## config.mk

```make
export PLATFORM = sky130hd
export DESIGN_NAME = paged_address_and_stack_agu
export DESIGN_NICKNAME = d
export VERILOG_FILES = /design/src/verilog/agu_pkg.sv /design/src/verilog/paged_address_and_stack_agu.sv /design/src/verilog/page_boundary_fix.sv
export VERILOG_INCLUDE_DIRS = /design/src /design/src/verilog
export SDC_FILE = /design/constraint.sdc
export NUM_CORES = 1
export LEC_CHECK = 0
export BUFFER_PORTS_ARGS = -buffer_cell sky130_fd_sc_hd__buf_2
export CELL_PAD_IN_SITES_DETAIL_PLACEMENT = 0
export CELL_PAD_IN_SITES_GLOBAL_PLACEMENT = 2
export CORE_UTILIZATION = 31
export CTS_BUF_LIST = sky130_fd_sc_hd__clkbuf_8
export DETAILED_ROUTE_END_ITERATION = 10
export PLACE_DENSITY = 0.87
export SYNTH_ARGS = -nofsm -noshare
export SYNTH_HDL_FRONTEND = slang
export SYNTH_SLANG_ARGS = --single-unit
```

## constraint.sdc

```tcl
create_clock -name pclk -period 3.25 [get_ports pclk]
set_input_delay 0.1625 -clock pclk [delete_from_list [all_inputs] [get_ports pclk]]
set_output_delay 0.1625 -clock pclk [all_outputs]
set_load 0.02 [all_outputs]
```

## src/verilog/agu_map.svh

```systemverilog
// Offsets, field positions, reset values and page limits of the address generator
// Notes on behaviour
// - Separate read and write page registers allow reading one page, writing another.
// - A paged window overflow or underflow first yields effective address bit 15 clear.
// - Page carry applies only to paged accesses using pre- or post-modified indirect.
// - On overflow the active page increments and address bit 15 is set.
// - On underflow the active page decrements and address bit 15 is set.
// - Offset, modulo and bit-reversed modes set bit 15 and keep the page.
// - Overflow from page 0x1FF or read page 0x3FF keeps page, clears bit 15.
// - Read overflow 0x2FF goes to 0x300; read underflow 0x300 goes to 0x2FF.
// - Read underflow from 0x001 or 0x200 keeps page and clears bit 15.
// - An extended data access with page register zero raises an address trap.
// - Program space is read only; writing it through the write page traps.
// - Register 15 is the stack pointer, auto-updated yet writable like others.
// - Stack pointer bit 0 is always zero for word alignment.
// - Every reset loads the stack pointer with 0x1000.
// - Stack grows upward; push writes then increments, pop decrements then reads.
// - Program counter low word pushed first, upper word next, zero-extended on calls.
// - Exception entry puts the status low byte beside the upper program counter bits.
// - Stack and active frame pointer are never paged, range 0x0000 to 0xFFFF.
// - File register address is 13 bits; register 0 is the default operand.
// - Three-operand ops: register first operand, register or 5-bit literal second.
// - Page plus base address forms the extended address reaching program space.
`ifndef AGU_MAP_SVH
`define AGU_MAP_SVH

`define OFS_READ_PAGE   8'h00
`define OFS_WRITE_PAGE  8'h04
`define OFS_STACK_PTR   8'h08
`define OFS_FRAME_PTR   8'h0C
`define OFS_CONTROL     8'h10
`define OFS_TRAP_STAT   8'h14

`define CTRL_FRAME_BIT  0
`define TRAP_ZERO_BIT   0
`define TRAP_PSW_BIT    1

`define SP_RESET        16'h1000
`define PAGE_RESET      10'h001
`define FP_RESET        16'h0000
`define WORD_STEP       16'h0002

`define PG_EDS_LAST     10'h1FF
`define PG_PSV_FIRST    10'h200
`define PG_PSV_LOW_LAST 10'h2FF
`define PG_PSV_HI_FIRST 10'h300
`define PG_PSV_LAST     10'h3FF
`define PG_FIRST        10'h001
`define PG_ZERO         10'h000
`define PG_PSV_BIT      9

`define SP_INDEX        4'hF
`define FP_INDEX        4'hE
`define WORK_REG_ZERO   4'h0

`endif

```

## src/verilog/agu_pkg.sv

```systemverilog
// Types shared by the address generator files
package agu_pkg;

  typedef enum logic [2:0] {
    MODE_DIRECT   = 3'h0,
    MODE_INDIRECT = 3'h1,
    MODE_POST     = 3'h2,
    MODE_PRE      = 3'h3,
    MODE_OFFSET   = 3'h4,
    MODE_MODULO   = 3'h5,
    MODE_BITREV   = 3'h6
  } agu_mode_e;

  typedef enum logic [2:0] {
    STK_NONE = 3'h0,
    STK_PUSH = 3'h1,
    STK_POP  = 3'h2,
    STK_CALL = 3'h3,
    STK_EXC  = 3'h4,
    STK_RET  = 3'h5
  } stk_op_e;

  typedef enum logic [2:0] {
    ST_IDLE     = 3'b001,
    ST_PUSH_TWO = 3'b010,
    ST_POP_TWO  = 3'b100
  } stk_state_e;

endpackage

```

## src/verilog/paged_address_and_stack_agu.sv

```systemverilog
// Paged effective address generator with software stack pointer and APB registers
//
// The implementer's own choices: the register addresses and the APB slave port.
`include "agu_map.svh"

module paged_address_and_stack_agu (
  input  wire logic              pclk,
  input  wire logic              presetn,
  input  wire logic              psel,
  input  wire logic              penable,
  input  wire logic              pwrite,
  input  wire logic [7:0]        paddr,
  input  wire logic [31:0]       pwdata,
  output logic [31:0]            prdata,
  output logic                   pready,
  output logic                   pslverr,
  input  wire logic              agu_req,
  input  wire logic              agu_write,
  input  agu_pkg::agu_mode_e     agu_mode,
  input  wire logic [15:0]       agu_base,
  input  wire logic [15:0]       agu_offset,
  input  wire logic              agu_is_stack,
  input  wire logic              agu_is_frame,
  output logic                   ea_valid,
  output logic [15:0]            effective_address,
  output logic [15:0]            updated_base,
  output logic [9:0]             ea_page,
  output logic                   addr_trap,
  input  wire logic              default_work_reg_we,
  input  wire logic [3:0]        default_work_reg_sel,
  input  wire logic [15:0]       default_work_reg_wdata,
  output logic [15:0]            stack_pointer_reg,
  input  agu_pkg::stk_op_e       stk_op,
  input  wire logic [15:0]       stk_data,
  input  wire logic [22:0]       pc,
  input  wire logic [7:0]        status_low_byte,
  output logic                   mem_req,
  output logic                   mem_we,
  output logic [15:0]            mem_addr,
  output logic [15:0]            mem_wdata,
  output logic                   stk_busy,
  input  wire logic              file_req,
  input  wire logic [12:0]       file_addr,
  output logic [15:0]            near_addr,
  output logic [3:0]             file_wsel,
  input  wire logic              op2_lit_sel,
  input  wire logic [4:0]        op2_lit,
  input  wire logic [15:0]       op2_reg_val,
  output logic [15:0]            op2_value
);
  import agu_pkg::*;

  logic [9:0]  read_page_reg;
  logic [9:0]  write_page_reg;
  logic [15:0] frame_pointer_reg;
  logic        frame_active_flag;
  logic [1:0]  trap_stat_reg;
  stk_state_e  stk_state_reg;
  logic [15:0] hold_word_reg;

  logic        apb_write;
  logic        apb_read;
  logic [9:0]  active_page_reg;
  logic        paged;
  logic        linear;
  logic        nonpaged_mode;
  logic [16:0] sum;
  logic [9:0]  new_page;
  logic        ea15;
  logic        ovf;
  logic        udf;
  logic        trap_zero;
  logic        trap_psw;
  logic        page_upd;
  logic [15:0] mod_addr;
  logic        stk_start;
  logic        sp_by_default_work_reg;
  logic        fp_by_default_work_reg;

  // Known register offsets, used by the error answer; the read mux decodes them itself
  function automatic logic reg_known(input logic [7:0] a);
    reg_known = (a == `OFS_READ_PAGE) || (a == `OFS_WRITE_PAGE) ||
                (a == `OFS_STACK_PTR) || (a == `OFS_FRAME_PTR) ||
                (a == `OFS_CONTROL)   || (a == `OFS_TRAP_STAT);
  endfunction

  // Bus transfer completes on the second access cycle
  assign apb_write = psel & penable & pready & pwrite;
  assign apb_read  = psel & penable & ~pready & ~pwrite;

  // Stack pointer and active frame pointer bypass paging entirely
  assign nonpaged_mode = agu_is_stack | (agu_is_frame & frame_active_flag);
  assign active_page_reg = agu_write ? write_page_reg : read_page_reg;
  assign paged = agu_base[15] & ~nonpaged_mode & (agu_mode != MODE_DIRECT);
  assign linear = (agu_mode == MODE_POST) | (agu_mode == MODE_PRE);
  assign sum = {1'b0, agu_base} + {agu_offset[15], agu_offset};
  assign trap_zero = agu_req & paged & (active_page_reg == `PG_ZERO);
  assign trap_psw  = agu_req & paged & agu_write & write_page_reg[`PG_PSV_BIT];
  assign page_upd  = agu_req & paged & linear & ~trap_zero & ~trap_psw;
  assign mod_addr  = paged ? {ea15, sum[14:0]} : sum[15:0];

  page_boundary_fix u_fix (
    .page       (active_page_reg),
    .sum        (sum),
    .offset_neg (agu_offset[15]),
    .is_write   (agu_write),
    .linear     (linear),
    .new_page   (new_page),
    .ea15       (ea15),
    .ovf        (ovf),
    .udf        (udf)
  );

  // Bus answer: one wait cycle keeps read data and ready both registered
  always_ff @(posedge pclk or negedge presetn) begin
    if (!presetn) begin
      pready  <= 1'b0;
      pslverr <= 1'b0;
      prdata  <= 32'h0000_0000;
    end else begin
      pready  <= psel & penable & ~pready;
      pslverr <= psel & penable & ~pready & ~reg_known(paddr);
      if (apb_read) begin
        unique case (paddr)
          `OFS_READ_PAGE:  prdata <= {22'h000000, read_page_reg};
          `OFS_WRITE_PAGE: prdata <= {22'h000000, write_page_reg};
          `OFS_STACK_PTR:  prdata <= {16'h0000, stack_pointer_reg};
          `OFS_FRAME_PTR:  prdata <= {16'h0000, frame_pointer_reg};
          `OFS_CONTROL:    prdata <= {31'h00000000, frame_active_flag};
          `OFS_TRAP_STAT:  prdata <= {30'h00000000, trap_stat_reg};
          default:         prdata <= 32'h0000_0000;
        endcase
      end
    end
  end

  // Page registers: hardware carry wins over a bus write in the same cycle
  always_ff @(posedge pclk or negedge presetn) begin
    if (!presetn) begin
      read_page_reg  <= `PAGE_RESET;
      write_page_reg <= `PAGE_RESET;
    end else if (page_upd) begin
      if (agu_write) begin
        write_page_reg <= new_page;
      end else begin
        read_page_reg <= new_page;
      end
    end else if (apb_write) begin
      if (paddr == `OFS_READ_PAGE) begin
        read_page_reg <= pwdata[9:0];
      end
      if (paddr == `OFS_WRITE_PAGE) begin
        write_page_reg <= pwdata[9:0];
      end
    end
  end

  // Control flag and sticky trap flags; a new trap beats a clear
  always_ff @(posedge pclk or negedge presetn) begin
    if (!presetn) begin
      frame_active_flag <= 1'b0;
      trap_stat_reg     <= 2'b00;
    end else begin
      if (apb_write && paddr == `OFS_CONTROL) begin
        frame_active_flag <= pwdata[`CTRL_FRAME_BIT];
      end
      for (int i = 0; i < 2; i++) begin
        if ((i == `TRAP_ZERO_BIT && trap_zero) || (i == `TRAP_PSW_BIT && trap_psw)) begin
          trap_stat_reg[i] <= 1'b1;
        end else if (apb_write && paddr == `OFS_TRAP_STAT && pwdata[i]) begin
          trap_stat_reg[i] <= 1'b0;
        end
      end
    end
  end

  // Effective address result, one cycle after the request
  always_ff @(posedge pclk or negedge presetn) begin
    if (!presetn) begin
      ea_valid          <= 1'b0;
      addr_trap         <= 1'b0;
      effective_address <= 16'h0000;
      updated_base      <= 16'h0000;
      ea_page           <= `PG_ZERO;
    end else begin
      ea_valid  <= agu_req & ~trap_zero & ~trap_psw;
      addr_trap <= trap_zero | trap_psw;
      if (agu_req) begin
        // Page reported with the access forms the extended address
        ea_page <= paged ? active_page_reg : `PG_ZERO;
        unique case (agu_mode)
          MODE_POST: begin
            effective_address <= agu_base;
            updated_base      <= mod_addr;
          end
          MODE_PRE: begin
            effective_address <= mod_addr;
            updated_base      <= mod_addr;
          end
          MODE_OFFSET, MODE_MODULO, MODE_BITREV: begin
            effective_address <= mod_addr;
            updated_base      <= agu_base;
          end
          default: begin
            effective_address <= agu_base;
            updated_base      <= agu_base;
          end
        endcase
      end
    end
  end

  assign stk_start  = (stk_state_reg == ST_IDLE) && (stk_op != STK_NONE);
  assign sp_by_default_work_reg = default_work_reg_we && default_work_reg_sel == `SP_INDEX;
  assign fp_by_default_work_reg = default_work_reg_we && default_work_reg_sel == `FP_INDEX;

  // Stack pointer: stack sequencer, then register writes, then bus
  always_ff @(posedge pclk or negedge presetn) begin
    if (!presetn) begin
      stack_pointer_reg <= `SP_RESET;
    end else if (stk_start || stk_state_reg != ST_IDLE) begin
      if (stk_state_reg == ST_POP_TWO ||
          (stk_state_reg == ST_IDLE && (stk_op == STK_POP || stk_op == STK_RET))) begin
        stack_pointer_reg <= stack_pointer_reg - `WORD_STEP;
      end else begin
        stack_pointer_reg <= stack_pointer_reg + `WORD_STEP;
      end
    end else if (sp_by_default_work_reg) begin
      stack_pointer_reg <= {default_work_reg_wdata[15:1], 1'b0};
    end else if (apb_write && paddr == `OFS_STACK_PTR) begin
      stack_pointer_reg <= {pwdata[15:1], 1'b0};
    end
  end

  // Frame pointer shares the working register write port
  always_ff @(posedge pclk or negedge presetn) begin
    if (!presetn) begin
      frame_pointer_reg <= `FP_RESET;
    end else if (fp_by_default_work_reg) begin
      frame_pointer_reg <= default_work_reg_wdata;
    end else if (apb_write && paddr == `OFS_FRAME_PTR) begin
      frame_pointer_reg <= pwdata[15:0];
    end
  end

  // Stack sequencer; requests during a two-word frame are ignored
  always_ff @(posedge pclk or negedge presetn) begin
    if (!presetn) begin
      stk_state_reg <= ST_IDLE;
      hold_word_reg <= 16'h0000;
      mem_req       <= 1'b0;
      mem_we        <= 1'b0;
      mem_addr      <= 16'h0000;
      mem_wdata     <= 16'h0000;
      stk_busy      <= 1'b0;
    end else begin
      mem_req  <= 1'b0;
      mem_we   <= 1'b0;
      stk_busy <= 1'b0;
      unique case (stk_state_reg)
        ST_IDLE: begin
          if (stk_start) begin
            mem_req <= 1'b1;
            unique case (stk_op)
              STK_PUSH: begin
                mem_we    <= 1'b1;
                mem_addr  <= stack_pointer_reg;
                mem_wdata <= stk_data;
              end
              STK_CALL, STK_EXC: begin
                mem_we        <= 1'b1;
                mem_addr      <= stack_pointer_reg;
                mem_wdata     <= pc[15:0];
                stk_state_reg <= ST_PUSH_TWO;
                stk_busy      <= 1'b1;
                if (stk_op == STK_EXC) begin
                  hold_word_reg <= {status_low_byte, 1'b0, pc[22:16]};
                end else begin
                  hold_word_reg <= {9'h000, pc[22:16]};
                end
              end
              STK_RET: begin
                mem_addr      <= stack_pointer_reg - `WORD_STEP;
                stk_state_reg <= ST_POP_TWO;
                stk_busy      <= 1'b1;
              end
              default: begin
                mem_addr <= stack_pointer_reg - `WORD_STEP;
              end
            endcase
          end
        end
        ST_PUSH_TWO: begin
          mem_req       <= 1'b1;
          mem_we        <= 1'b1;
          mem_addr      <= stack_pointer_reg;
          mem_wdata     <= hold_word_reg;
          stk_state_reg <= ST_IDLE;
        end
        ST_POP_TWO: begin
          mem_req       <= 1'b1;
          mem_addr      <= stack_pointer_reg - `WORD_STEP;
          stk_state_reg <= ST_IDLE;
        end
      endcase
    end
  end

  // Operand helpers: near file address and second operand select
  always_ff @(posedge pclk or negedge presetn) begin
    if (!presetn) begin
      near_addr <= 16'h0000;
      file_wsel <= `WORK_REG_ZERO;
      op2_value <= 16'h0000;
    end else begin
      if (file_req) begin
        near_addr <= {3'b000, file_addr};
        file_wsel <= `WORK_REG_ZERO;
      end
      op2_value <= op2_lit_sel ? {11'h000, op2_lit} : op2_reg_val;
    end
  end

  // Checks
  a_sp_aligned: assert property (@(posedge pclk) disable iff (!presetn)
    stack_pointer_reg[0] == 1'b0) else $error("stack pointer misaligned");

  a_sp_reset_val: assert property (@(posedge pclk)
    $rose(presetn) |-> stack_pointer_reg == `SP_RESET)
    else $error("stack pointer reset value wrong");

  a_push_post_inc: assert property (@(posedge pclk) disable iff (!presetn)
    (stk_start && stk_op == STK_PUSH) |=>
      mem_we && mem_addr == $past(stack_pointer_reg) &&
      stack_pointer_reg == $past(stack_pointer_reg) + `WORD_STEP)
    else $error("push did not write then increment");

  a_call_upper_zero: assert property (@(posedge pclk) disable iff (!presetn)
    (stk_start && stk_op == STK_CALL) |=> mem_wdata == $past(pc[15:0])
      ##1 (mem_we && mem_wdata[15:7] == 9'h000))
    else $error("call frame upper word not zero extended");

  a_exc_status_byte: assert property (@(posedge pclk) disable iff (!presetn)
    (stk_start && stk_op == STK_EXC) |=> ##1 mem_wdata[15:8] == $past(status_low_byte, 2))
    else $error("exception frame lost status low byte");

  a_zero_page_trap: assert property (@(posedge pclk) disable iff (!presetn)
    trap_zero |=> addr_trap && !ea_valid)
    else $error("zero page access not trapped");

  a_psv_write_trap: assert property (@(posedge pclk) disable iff (!presetn)
    (agu_req && paged && agu_write && write_page_reg[`PG_PSV_BIT]) |=>
      addr_trap && $stable(write_page_reg))
    else $error("program space write not trapped");

  a_ovf_page_inc: assert property (@(posedge pclk) disable iff (!presetn)
    (page_upd && !agu_write && ovf && read_page_reg != `PG_EDS_LAST &&
     read_page_reg != `PG_PSV_LOW_LAST && read_page_reg != `PG_PSV_LAST) |=>
      read_page_reg == $past(read_page_reg) + 10'h001 && updated_base[15])
    else $error("read overflow did not advance page");

  a_last_page_hold: assert property (@(posedge pclk) disable iff (!presetn)
    (page_upd && ovf && active_page_reg == `PG_EDS_LAST) |=>
      $stable(read_page_reg) && $stable(write_page_reg) && !updated_base[15])
    else $error("last page overflow not sent to base space");

  a_offset_no_carry: assert property (@(posedge pclk) disable iff (!presetn)
    (agu_req && paged && !linear) |=> $stable(read_page_reg) && $stable(write_page_reg)
      && effective_address[15])
    else $error("offset mode changed the page");

  a_stack_unpaged: assert property (@(posedge pclk) disable iff (!presetn)
    (agu_req && agu_is_stack) |=> $stable(read_page_reg) && $stable(write_page_reg)
      && ea_page == `PG_ZERO)
    else $error("stack pointer access was paged");

  c_page_carry: cover property (@(posedge pclk) disable iff (!presetn)
    page_upd && ovf);
  c_exc_frame: cover property (@(posedge pclk) disable iff (!presetn)
    stk_start && stk_op == STK_EXC ##2 stk_state_reg == ST_IDLE);
  c_trap: cover property (@(posedge pclk) disable iff (!presetn) addr_trap);

endmodule

```

## src/verilog/page_boundary_fix.sv

```systemverilog
// Page carry and bit 15 correction for one paged address calculation
`include "agu_map.svh"

module page_boundary_fix (
  input  wire logic [9:0]  page,
  input  wire logic [16:0] sum,
  input  wire logic        offset_neg,
  input  wire logic        is_write,
  input  wire logic        linear,
  output logic [9:0]       new_page,
  output logic             ea15,
  output logic             ovf,
  output logic             udf
);

  // A base inside the window leaving it shows as bit 15 clear
  assign ovf = ~sum[15] & ~offset_neg;
  assign udf = ~sum[15] & offset_neg;

  // Boundary table first, then the generic carry
  always_comb begin
    new_page = page;
    ea15     = 1'b1;
    if (!linear) begin
      ea15 = 1'b1;
    end else if (ovf) begin
      if (page == `PG_EDS_LAST || (!is_write && page == `PG_PSV_LAST)) begin
        ea15 = 1'b0;
      end else if (!is_write && page == `PG_PSV_LOW_LAST) begin
        new_page = `PG_PSV_HI_FIRST;
      end else begin
        new_page = page + 10'h001;
      end
    end else if (udf) begin
      if (page == `PG_FIRST || (!is_write && page == `PG_PSV_FIRST)) begin
        ea15 = 1'b0;
      end else if (!is_write && page == `PG_PSV_HI_FIRST) begin
        new_page = `PG_PSV_LOW_LAST;
      end else begin
        new_page = page - 10'h001;
      end
    end
  end

endmodule

```

### Word-level counts from Yosys, hierarchy flattened

Index checks and enable logic that the tools add are counted.

| storage, ports and cells | value |
|---|---|
| register bits | 216 |
| input bits | 191 |
| output and inout bits | 165 |
| logic and storage cells | 195 |

| operators by class | value |
|---|---|
| add/sub/neg operators | 5 |
| equality and inequality tests | 32 |
| muxes and demuxes | 55 |
| bitwise logic cells | 31 |
| reduce and logical (&&, ||, !) cells | 48 |

Operator list:

| kind | count |
|---|---|
| $mux 16 | 14 |
| $mux 10 | 17 |
| $pmux 16 s6 | 1 |
| $pmux 16 s2 | 2 |
| $pmux 16 s3 | 1 |
| $eq 10x10->1 const B | 4 |
| $and 1x1->1 | 20 |
| $eq 3x3->1 const B | 6 |
| $add 16x16->16 | 1 |
| $add 16x2->16 const B | 1 |
| $eq 8x4->1 const B | 2 |
| $eq 8x5->1 const B | 2 |
| $sub 16x2->16 const B | 1 |
| $eq 3x2->1 const B | 5 |
| $mux 1 | 15 |
| $logic_and 1x1->1 | 14 |
| $reduce_bool 2->1 | 7 |
| $pmux 3 s2 | 2 |
| $reduce_and 3->1 | 4 |
| $add 10x1->10 const B | 1 |
| $eq 10x1->1 const B | 1 |
| $eq 10x9->1 const B | 1 |
| $logic_not 10->1 | 1 |
| $logic_or 1x1->1 | 10 |
| other kinds (17) | 38 |

### Logic depth before layout (Yosys ltp)

Gate-level depths: netlist (run 1).

| logic depth | value |
|---|---|
| depth in word-level cells | 12 |
| gate-level depth with buffers | 13 |
| mapped depth without buffers | 11 |

### Modules after synthesis

From an unflattened synthesis (run 1), not the netlist that was laid out.

| second synthesis, totals | value |
|---|---|
| cells, all modules | 1286 |
| area total of the unflattened synthesis | 11611.1 um2 |

Modules (own cells, without submodules):

| module | times used | cells an instance | area each (um2) | seq. area each (um2) |
|---|---|---|---|---|
| paged_address_and_stack_agu | 1 | 1139 | 10689.0 | 4934.7 |
| page_boundary_fix | 1 | 147 | 922.1 | 0.0 |

### Least setup slack after synthesis (run 1)

OpenSTA, ideal clock, no wires.

| timing path | value |
|---|---|
| path type | input to register |
| start | input port agu_write |
| end | register read_page_reg[6] |
| setup time | 0.121 ns |
| data arrival time | 2.841 ns |
| setup slack | 0.288 ns |
| stages on the path | 12 |
| path through | buf_2 buf_2 mux2i_1 inv_1 ha_1 nor4b_1 o32ai_1 nor2_1 or4_4 o31ai_1 a21oi_1 o22a_1 |

| on the way | value |
|---|---|
| longest elaborated chain between the ends | 10 |
| elaborated cells on any way between the ends | 37 |
| classes of those cells | add/sub (2); eq/ne (7); mux (10); bitwise (7); reduce/logical (11) |

Ends and longest elaborated chain:

| element | line | text |
|---|---|---|
| from (decl) | paged_address_and_stack_agu.sv:18 | `input wire logic agu_write,` |
| branches (longest 10 deep; another with $sub 10x1->10) | -- |  |
| to (signal assigned) | paged_address_and_stack_agu.sv:140 | `` read_page_reg <= `PAGE_RESET; `` |
| to (signal assigned) | paged_address_and_stack_agu.sv:146 | `read_page_reg <= new_page;` |
| to (signal assigned) | paged_address_and_stack_agu.sv:150 | `read_page_reg <= pwdata[9:0];` |
| to (decl) | paged_address_and_stack_agu.sv:53 | `logic [9:0] read_page_reg;` |

Several ways; the timed one is not identified. The select of a mux whose other input is x is not followed.
A chain may end at the register's enable or synchronous reset.

### Worst setup path in the final report (run 1)

| timing path | value |
|---|---|
| start | input port agu_base[11] |
| end | register write_page_reg[6] |

| on the way | value |
|---|---|
| longest elaborated chain between the ends | 8 |
| elaborated cells on any way between the ends | 9 |
| classes of those cells | add/sub (1); mux (5); bitwise (3) |

Ends and longest elaborated chain:

| element | line | text |
|---|---|---|
| from (decl) | paged_address_and_stack_agu.sv:20 | `input wire logic [15:0] agu_base,` |
| $add 16x16->16 * | paged_address_and_stack_agu.sv:96 | `assign sum = {1'b0, agu_base} + {agu_offset[15], agu_offset};` |
| $not 1->1 * | page_boundary_fix.sv:17, page_boundary_fix.sv:18 |  |
| $and 1x1->1 | page_boundary_fix.sv:18 | `assign udf = ~sum[15] & offset_neg;` |
| $mux 10 | page_boundary_fix.sv:34 | `end else if (udf) begin` |
| $mux 10 * | page_boundary_fix.sv:26 | `end else if (ovf) begin` |
| $mux 10 * | page_boundary_fix.sv:24 | `if (!linear) begin` |
| $mux 10 * | paged_address_and_stack_agu.sv:143 | `if (agu_write) begin` |
| $mux 10 * | paged_address_and_stack_agu.sv:142 | `end else if (page_upd) begin` |
| to (signal assigned) | paged_address_and_stack_agu.sv:141 | `` write_page_reg <= `PAGE_RESET; `` |
| to (signal assigned) | paged_address_and_stack_agu.sv:144 | `write_page_reg <= new_page;` |
| to (signal assigned) | paged_address_and_stack_agu.sv:153 | `write_page_reg <= pwdata[9:0];` |
| to (decl) | paged_address_and_stack_agu.sv:54 | `logic [9:0] write_page_reg;` |

Mark *: on every way between the ends. The rest lies on a longest branch, timed or not. The select of a mux whose other input is x is not followed.

==> results of run 1 <==
==> repair_timing <==
action,4_1_cts,5_1_grt
resized for setup,0,1
setup endpoints to repair,0,1
buffers inserted,0,0
hold buffers,150,0
endpoints found under the hold margin,177,0
==> worst max-delay path, cell delays in order <==
cell,delay [ns]
sky130_fd_sc_hd__dlygate4sd3_1,0.56
sky130_fd_sc_hd__buf_2,0.16
sky130_fd_sc_hd__ha_1,0.35
sky130_fd_sc_hd__and3_1,0.20
sky130_fd_sc_hd__o2111ai_1,0.17
sky130_fd_sc_hd__o21ai_2,0.26
sky130_fd_sc_hd__mux2_2,0.42
sky130_fd_sc_hd__or4_4,0.54
sky130_fd_sc_hd__o31ai_1,0.24
sky130_fd_sc_hd__a21oi_1,0.11
sky130_fd_sc_hd__buf_4,0.15
sky130_fd_sc_hd__o22a_1,0.16
==> cells by family (layout without fill, tap and decap cells) <==
logic type	count (synthesis)	in the layout	synth area share [%]
and+or+nand+nor	463	463	19.0
AOI/OAI and AO/OA	317	317	16.7
DFF	197	197	43.1
buffers and inverters	132	583	5.34
muxes	115	115	11.2
xor gates and xnor gates	29	29	2.22
adders and majority gates	21	21	2.36
other	1	25	0.0328
==> placed cells by master (no fill, tap or decap), types with 20 or more instances in the layout <==
cell,n
sky130_fd_sc_hd__o21ai_0,90
sky130_fd_sc_hd__dlygate4sd3_1,150
sky130_fd_sc_hd__mux2i_1,69
sky130_fd_sc_hd__mux2_2,39
sky130_fd_sc_hd__xnor2_1,20
sky130_fd_sc_hd__dfrtp_1,193
sky130_fd_sc_hd__buf_2,313
sky130_fd_sc_hd__nand3_1,47
sky130_fd_sc_hd__nand2_1,166
sky130_fd_sc_hd__ha_1,20
sky130_fd_sc_hd__inv_1,33
sky130_fd_sc_hd__a31oi_1,23
sky130_fd_sc_hd__nor2_1,133
sky130_fd_sc_hd__conb_1,25
sky130_fd_sc_hd__nor2b_1,24
sky130_fd_sc_hd__buf_4,52
sky130_fd_sc_hd__a21oi_1,99
==> routing by layer <==
| layer | vias up | share of wire, % | track usage [%] |
|---|---|---|---|
| met1 | 5300 | 45 | 27.8 |
| met4 | 2 | 1.7 | 6.11 |
| met3 | 33 | 5.3 | 3.34 |
| li1 | 5402 | - | - |
| met5 | - | 0.041 | 0 |
| met2 | 356 | 48 | 33.4 |
==> stage by stage <==
| stage | hold slack, ns | power [mW] | setup slack [ns] | area (µm²) |
|---|---|---|---|---|
| finish | 0.0456 | 8.88 | 0.185 | 15600 |
| global route | 0.0282 | 9.47 | 0.0264 | 15600 |
| CTS | 0.000912 | 8.93 | 0.222 | 15600 |
| detailed placement | 0.155 | 7.03 | 0.212 | 13600 |
| global placement | 0.167 | 7.00 | 0.217 | 13600 |
| floorplan | -0.133 | 5.78 | 0.288 | 11500 |
==> report_power, final <==
group	switching [mW]	total (mW)	internal (mW)
clock network	1.08	1.67	0.590
logic	2.05	3.50	1.44
registers	0.639	3.71	3.07
total	3.78	8.88	5.11
==> layout make-up <==
| type | instances | share of cell area (%) |
|---|---|---|
| flip-flops and latches | 197 | 31.7 |
| multi-input cells | 970 | 38.5 |
| inverters | 33 | 0.796 |
| repair buffers | 518 | 22.6 |
| clock inverters | 15 | 1.13 |
| well taps | 461 | 3.71 |
| clock buffers | 17 | 1.50 |
==> final timing paths <==
kind	start	end	slack, ns	cells after the start
worst max-delay path	agu_base[11]	write_page_reg[6]	0.18	12
worst min-delay path	paddr[4]	prdata[1]	0.05	3
worst max register to register	write_page_reg[1]	write_page_reg[8]	0.33	9
worst min register to register	hold_word_reg[8]	hold_word_reg[8]	0.48	2
max in group asynchronous	presetn	near_addr[2]	2.25	3
min in group asynchronous	presetn	effective_address[4]	0.14	2
==> run summary, run 1 <==
The CTS tree is yes. The synthesized design contains 0 enable-type register cells. The first-pass GRT wire length came out at slightly above 60,000 µm. The number of primary I/O pins is 356. By area the synthesized netlist is led by sky130_fd_sc_hd__dfrtp_1 (42%), sky130_fd_sc_hd__mux2i_1 (6.0%), sky130_fd_sc_hd__nand2_1 (5.4%). The number of buffers added on ports came out at 314.

The main flop type after synthesis is sky130_fd_sc_hd__dfrtp_1. Of the cells placed in the final design, the portion with a size suffix greater than 1 is 27.1%. The die footprint is roughly 38,000 µm². The number of fill cells came out at 3,649.

The required time at the worst-slack endpoint came out at 3.67 ns. The number of antenna violations at the first check in global routing is 1. The maximum clock path buffer count came out at 2. The distinct cell type count after synthesis is 78. The sort of element at the end of the critical path is a register. The portion of the post-synthesis area used by sequential elements is 43.1%. The synthesized design spends more area on one cell type than any other, namely sky130_fd_sc_hd__dfrtp_1.

Summing all flip-flop and latch instances after layout gives 4930 µm². The leakage dissipation is 7.39 nW. The clock transition time at the flip-flop clock pins of the worst setup and hold paths is 0.12 ns.

The flow ran to the end, and the final reports show no timing, DRC or antenna violations. The commonest cells after synthesis are sky130_fd_sc_hd__dfrtp_1 (193), sky130_fd_sc_hd__nand2_1 (166), sky130_fd_sc_hd__nor2_1 (134). The clock skew after layout came out at between 0.02 and 0.025 ns.

The routed wirelength normalized by instance count is 17.5 µm. The max-slew violation total from the final report is 0. Cells fill approximately 43% of the core in the end. The number of nets in the layout came out at 1,949.

In this run the worst hold path is classified as in -> reg. The worst IR drop on VDD came out at 0.372 mV. The count of state elements after synthesis is 197.

The max-capacitance violation count is 0. STA classifies the critical path startpoint as an input pin. Data on the critical path arrives at its endpoint at ~3.5 ns.

The share of the clock period used by the worst path came out at 94.3%. For this run, the number of Yosys warnings is 0. The post-synthesis average cell area came out at around 9 µm². The library cell used as clock root buffer is sky130_fd_sc_hd__clkbuf_8. The post-detailed-route via-to-cell ratio came out at roughly 5. The iteration-0 DRC count of the detailed router came out at 637. Of all nets on the critical path, the largest fanout is 6. The multi-input combinational cells in the finished layout cover a total of 6000 µm².

The most common cell in the synthesized netlist is sky130_fd_sc_hd__dfrtp_1. The overall die height came out at roughly 190 µm. The core box area came out at 35,900 µm².

Setup violations remaining at the end of the flow were counted as 0. The total DRC errors in the routed layout is 0. The pin count of the biggest net entering global routing is between 80 and 90. Summing over every cut layer, the via total after detailed routing is 11,100.

Derived from the worst setup path, the maximum achievable clock frequency is approximately 330 MHz. The placed instance count came out at 2,029. Summed over all layers, the routed wires come to slightly below 40,000 µm.

The count of TritonRoute iterations in the first routing pass is 7. The row count is 69. The total clock sinks came out at a little under 200. The relative area change from synthesis to final layout is 35.9%. After global routing the overflow that remains totals 0. The H-tree was split into 4 levels. The via count of the first global-routing pass came out at 10,800. Counting flops with an async set or reset pin after synthesis yields a share of 100%.

The actual slew at the worst max-slew pin is between 0.8 and 0.9 ns. In this run the tightest slew margin relative to its limit is 44.2%. The synthesized netlist occupies a cell area of 11,400 µm².

The residual antenna-violating net count after detailed routing came out at 0. The gate count of the mapped netlist came out at 1,275. The final non-filler cell total is 2,211.

The source-to-sink clock delay at the later pin of the worst-skew pair is ~0.53 ns. The number of buffers created by CTS came out at 17. Routability-driven placement finished with a final weighted congestion of a little under 0.9. The detailed placer's ending HPWL came out at 28,100 µm. The area share of the leading cell type in the synthesized netlist came out at between 40% and 50%. Setup repair after global routing left no endpoint under its margin. The critical path start-end classification is in -> reg.

The initial core utilization is between 30% and 40%. In this run the horizontal extent of the chip is 194 µm. The final antenna diode count is 0. For the final routed database, the setup TNS stands at 0 ns. The global router's overall resource usage came out at 20.5%. The number of hold violations in the final report came to 0. The minimum clock period is 3.07 ns.

The power per standard cell area is 571 nW/µm².
Power figures use the tool's default switching activity.
==> run 2: changes to the inputs <==
RECOVER_POWER = 25   (was default)
==> run summary, run 2 (same netlist as run 1, synthesis figures left out) <==
The run finished, with violations left. The global router's overall resource usage was 20.5% (unchanged). Among cell families on the critical path, the largest total delay comes from compound AO/OA/AOI/OAI gates. The routed wire length is 38,700 µm (+0.14%). The post-CTS setup buffer count came out at 0 (unchanged). The post-detailed-route via-to-cell ratio came out at 5.02 (about the same). The count of TritonRoute iterations in the first routing pass came to 5 (-2).

The number of buffers added on ports is 314 (unchanged). The number of primary I/O pins was 356 (unchanged). The total clock sinks is 197 (unchanged). The root buffer cell chosen for the clock tree is sky130_fd_sc_hd__clkbuf_8. Traced cell by cell, the critical path runs through dlygate4sd3_1 > buf_2 > ha_1 > and3_1 > o2111ai_1 > o21ai_2 > mux2_2 > or4_4 > o31ai_1 > a21oi_1 > buf_4 > o22a_1. The power per standard cell area is 572 nW/µm² (+0.18%). The via count of the first global-routing pass came to 10,800 (unchanged). The die width came out at 194 µm (unchanged). STA classifies the critical path startpoint as an input pin. The critical path is of the in -> reg type. The library cell used most frequently in the layout, excluding fill and tap cells, is sky130_fd_sc_hd__buf_2. The detailed placer's ending HPWL came out at 28,100 µm (unchanged). The actual slew at the worst max-slew pin is 1.51 ns (+0.683 ns). The upper clock frequency limit is 327 MHz (+0.23%). The share of the clock period used by the worst path was 94.1% (-0.22 points). The total global routing overflow came to 0 (unchanged). The max-slew violation total from the final report is 54 (+54).

The initial core utilization is 31.9% (unchanged). The final estimated routing congestion in global placement is 0.895 (unchanged). The clock transition time at the flip-flop clock pins of the worst setup and hold paths came out at 0.12 ns (about the same). The via count came out at 11,100 (+0.018%). The max-capacitance violation count is 1 (+1). The critical path buffer and inverter count is 3 (unchanged). The final non-filler cell total is 2,211 (unchanged). TritonCTS built the clock tree.

The first-pass GRT wire length came out at 60,900 µm (unchanged). The residual antenna-violating net count after detailed routing was 0 (unchanged). The total DRC errors in the routed layout is 0 (unchanged).

The die footprint is 37,700 µm² (unchanged). The row count came to 69 (unchanged). The tightest min-delay check is of the in -> reg type. The top cell types in the final layout, fill and taps aside, are sky130_fd_sc_hd__buf_2 (313), sky130_fd_sc_hd__dfrtp_1 (193), sky130_fd_sc_hd__nand2_1 (166), sky130_fd_sc_hd__dlygate4sd3_1 (150), sky130_fd_sc_hd__nor2_1 (133). The fraction of final layout cells sized beyond drive strength 1 is 27.0% (-0.11 points).

The final antenna diode count is 0 (unchanged). The placed instance count came out at 2,029 (unchanged). The number of antenna violations at the first check in global routing came out at 1 (unchanged). The core box area is 35,900 µm² (unchanged). The highest fanout seen on the critical path is 6 (unchanged). The worst endpoint data arrival time is 3.48 ns (about the same). The setup TNS is 0 ns (unchanged). The required time at the worst-slack endpoint came out at 3.67 ns (about the same).

The iteration-0 DRC count of the detailed router came out at 596 (-6.4%). The clock skew after layout is 0.0243 ns (+0.00105 ns). The minimum clock period is 3.06 ns (-0.00705 ns). The worst-case headroom to the max-slew limit is -0.706% (-45 points). The maximum clock path buffer count came out at 2 (unchanged). The overall die height came out at 194 µm (unchanged).

The H-tree level count is 4 (unchanged). The worst setup path is captured at a register. On the critical path, the stage with the largest delay is an instance of sky130_fd_sc_hd__dlygate4sd3_1.

The biggest cell delay along the critical path is 0.56 ns (about the same). The source-to-sink clock delay at the later pin of the worst-skew pair is 0.53 ns (about the same). The total power came to 8.88 mW (about the same). The leakage dissipation is 7.37 nW (-0.20%).

The number of hold violations in the final report came out at 0 (unchanged). The pin count of the biggest net entering global routing came to 83 (unchanged). The number of failing setup endpoints in the final timing report was 0 (unchanged).

The number of fill cells is 3,655 (+0.16%). The number of buffers created by CTS is 17 (unchanged). The checks that failed: capacitance limit, slew limit. The routed wirelength normalized by instance count came out at 17.5 µm (+0.14%). The number of nets in the layout is 1,949 (unchanged).

The area growth from synthesis to layout is 35.7%. The worst IR drop on VDD is 0.372 mV (about the same). Setup repair after global routing left no endpoint under its margin.
-- run 2: changes by cell type in the layout (fill, tap and decap cells not counted) --
cell,previous run,this run
sky130_fd_sc_hd__buf_12,2,1
sky130_fd_sc_hd__clkbuf_2,0,1
sky130_fd_sc_hd__buf_4,52,50
sky130_fd_sc_hd__clkbuf_1,0,2
sky130_fd_sc_hd__clkbuf_4,0,1
sky130_fd_sc_hd__clkbuf_8,18,17
-- run 2: tightest hold or removal path: stages --
cell,delay (ns)
sky130_fd_sc_hd__buf_2,0.13
sky130_fd_sc_hd__a31oi_1,0.10
sky130_fd_sc_hd__o21ai_0,0.14
-- run 2: worst paths after layout --
kind                              startpoint                    to  slack (ns)  depth (start not counted)
min in group asynchronous            presetn  effective_address[4]        0.53                          2
max                             agu_base[11]     write_page_reg[6]        0.19                         12
min                                 paddr[4]             prdata[1]        0.05                          3
min reg2reg                 hold_word_reg[8]      hold_word_reg[8]        0.48                          2
max in group asynchronous            presetn          near_addr[2]        0.79                          3
max reg2reg                write_page_reg[1]     write_page_reg[8]        0.33                          9
-- run 2: metrics by stage --
step | utilization, % | hold WS [ns] | area, µm² | worst slack, ns
after floorplan | - | -0.133 | 11500 | 0.288
after global placement | 38.0 | 0.167 | 13600 | 0.217
after detailed placement | 38.0 | 0.155 | 13600 | 0.212
after CTS | 43.3 | 0.000912 | 15600 | 0.222
after global routing | 43.2 | 0.0282 | 15500 | 0.0264
final | 43.2 | 0.0498 | 15500 | 0.192
-- run 2: area by class of cell --
class | count | area [µm²] | share of cell area, %
repair buffers | 518 | 3480 | 22.4
well taps | 461 | 577 | 3.72
multi-input cells | 970 | 6000 | 38.6
flip-flops and latches | 197 | 4930 | 31.8
inverters | 33 | 124 | 0.798
clock inverters | 15 | 176 | 1.14
clock buffers | 17 | 234 | 1.51
-- run 2: metal layers --
metal | GRT usage, % | vias up | wire length (µm)
li1 | - | 5402 | -
met1 | 27.8 | 5307 | 17600
met2 | 33.4 | 353 | 18500
met3 | 3.34 | 31 | 2030
met4 | 6.11 | 2 | 613
met5 | 0 | - | 13
-- run 2: what timing repair did --
action / in CTS / in global routing
endpoints found under the setup margin: 0 / 1
gates resized for setup: 0 / 1
hold buffers: 150 / 0
hold endpoints to repair: 177 / 0
-- run 2: power by group --
part	switching [mW]	internal [mW]	leakage [nW]
logic	2.05	1.44	4.75
clock network	1.09	0.590	0.208
registers	0.639	3.07	2.42
total	3.78	5.10	7.37
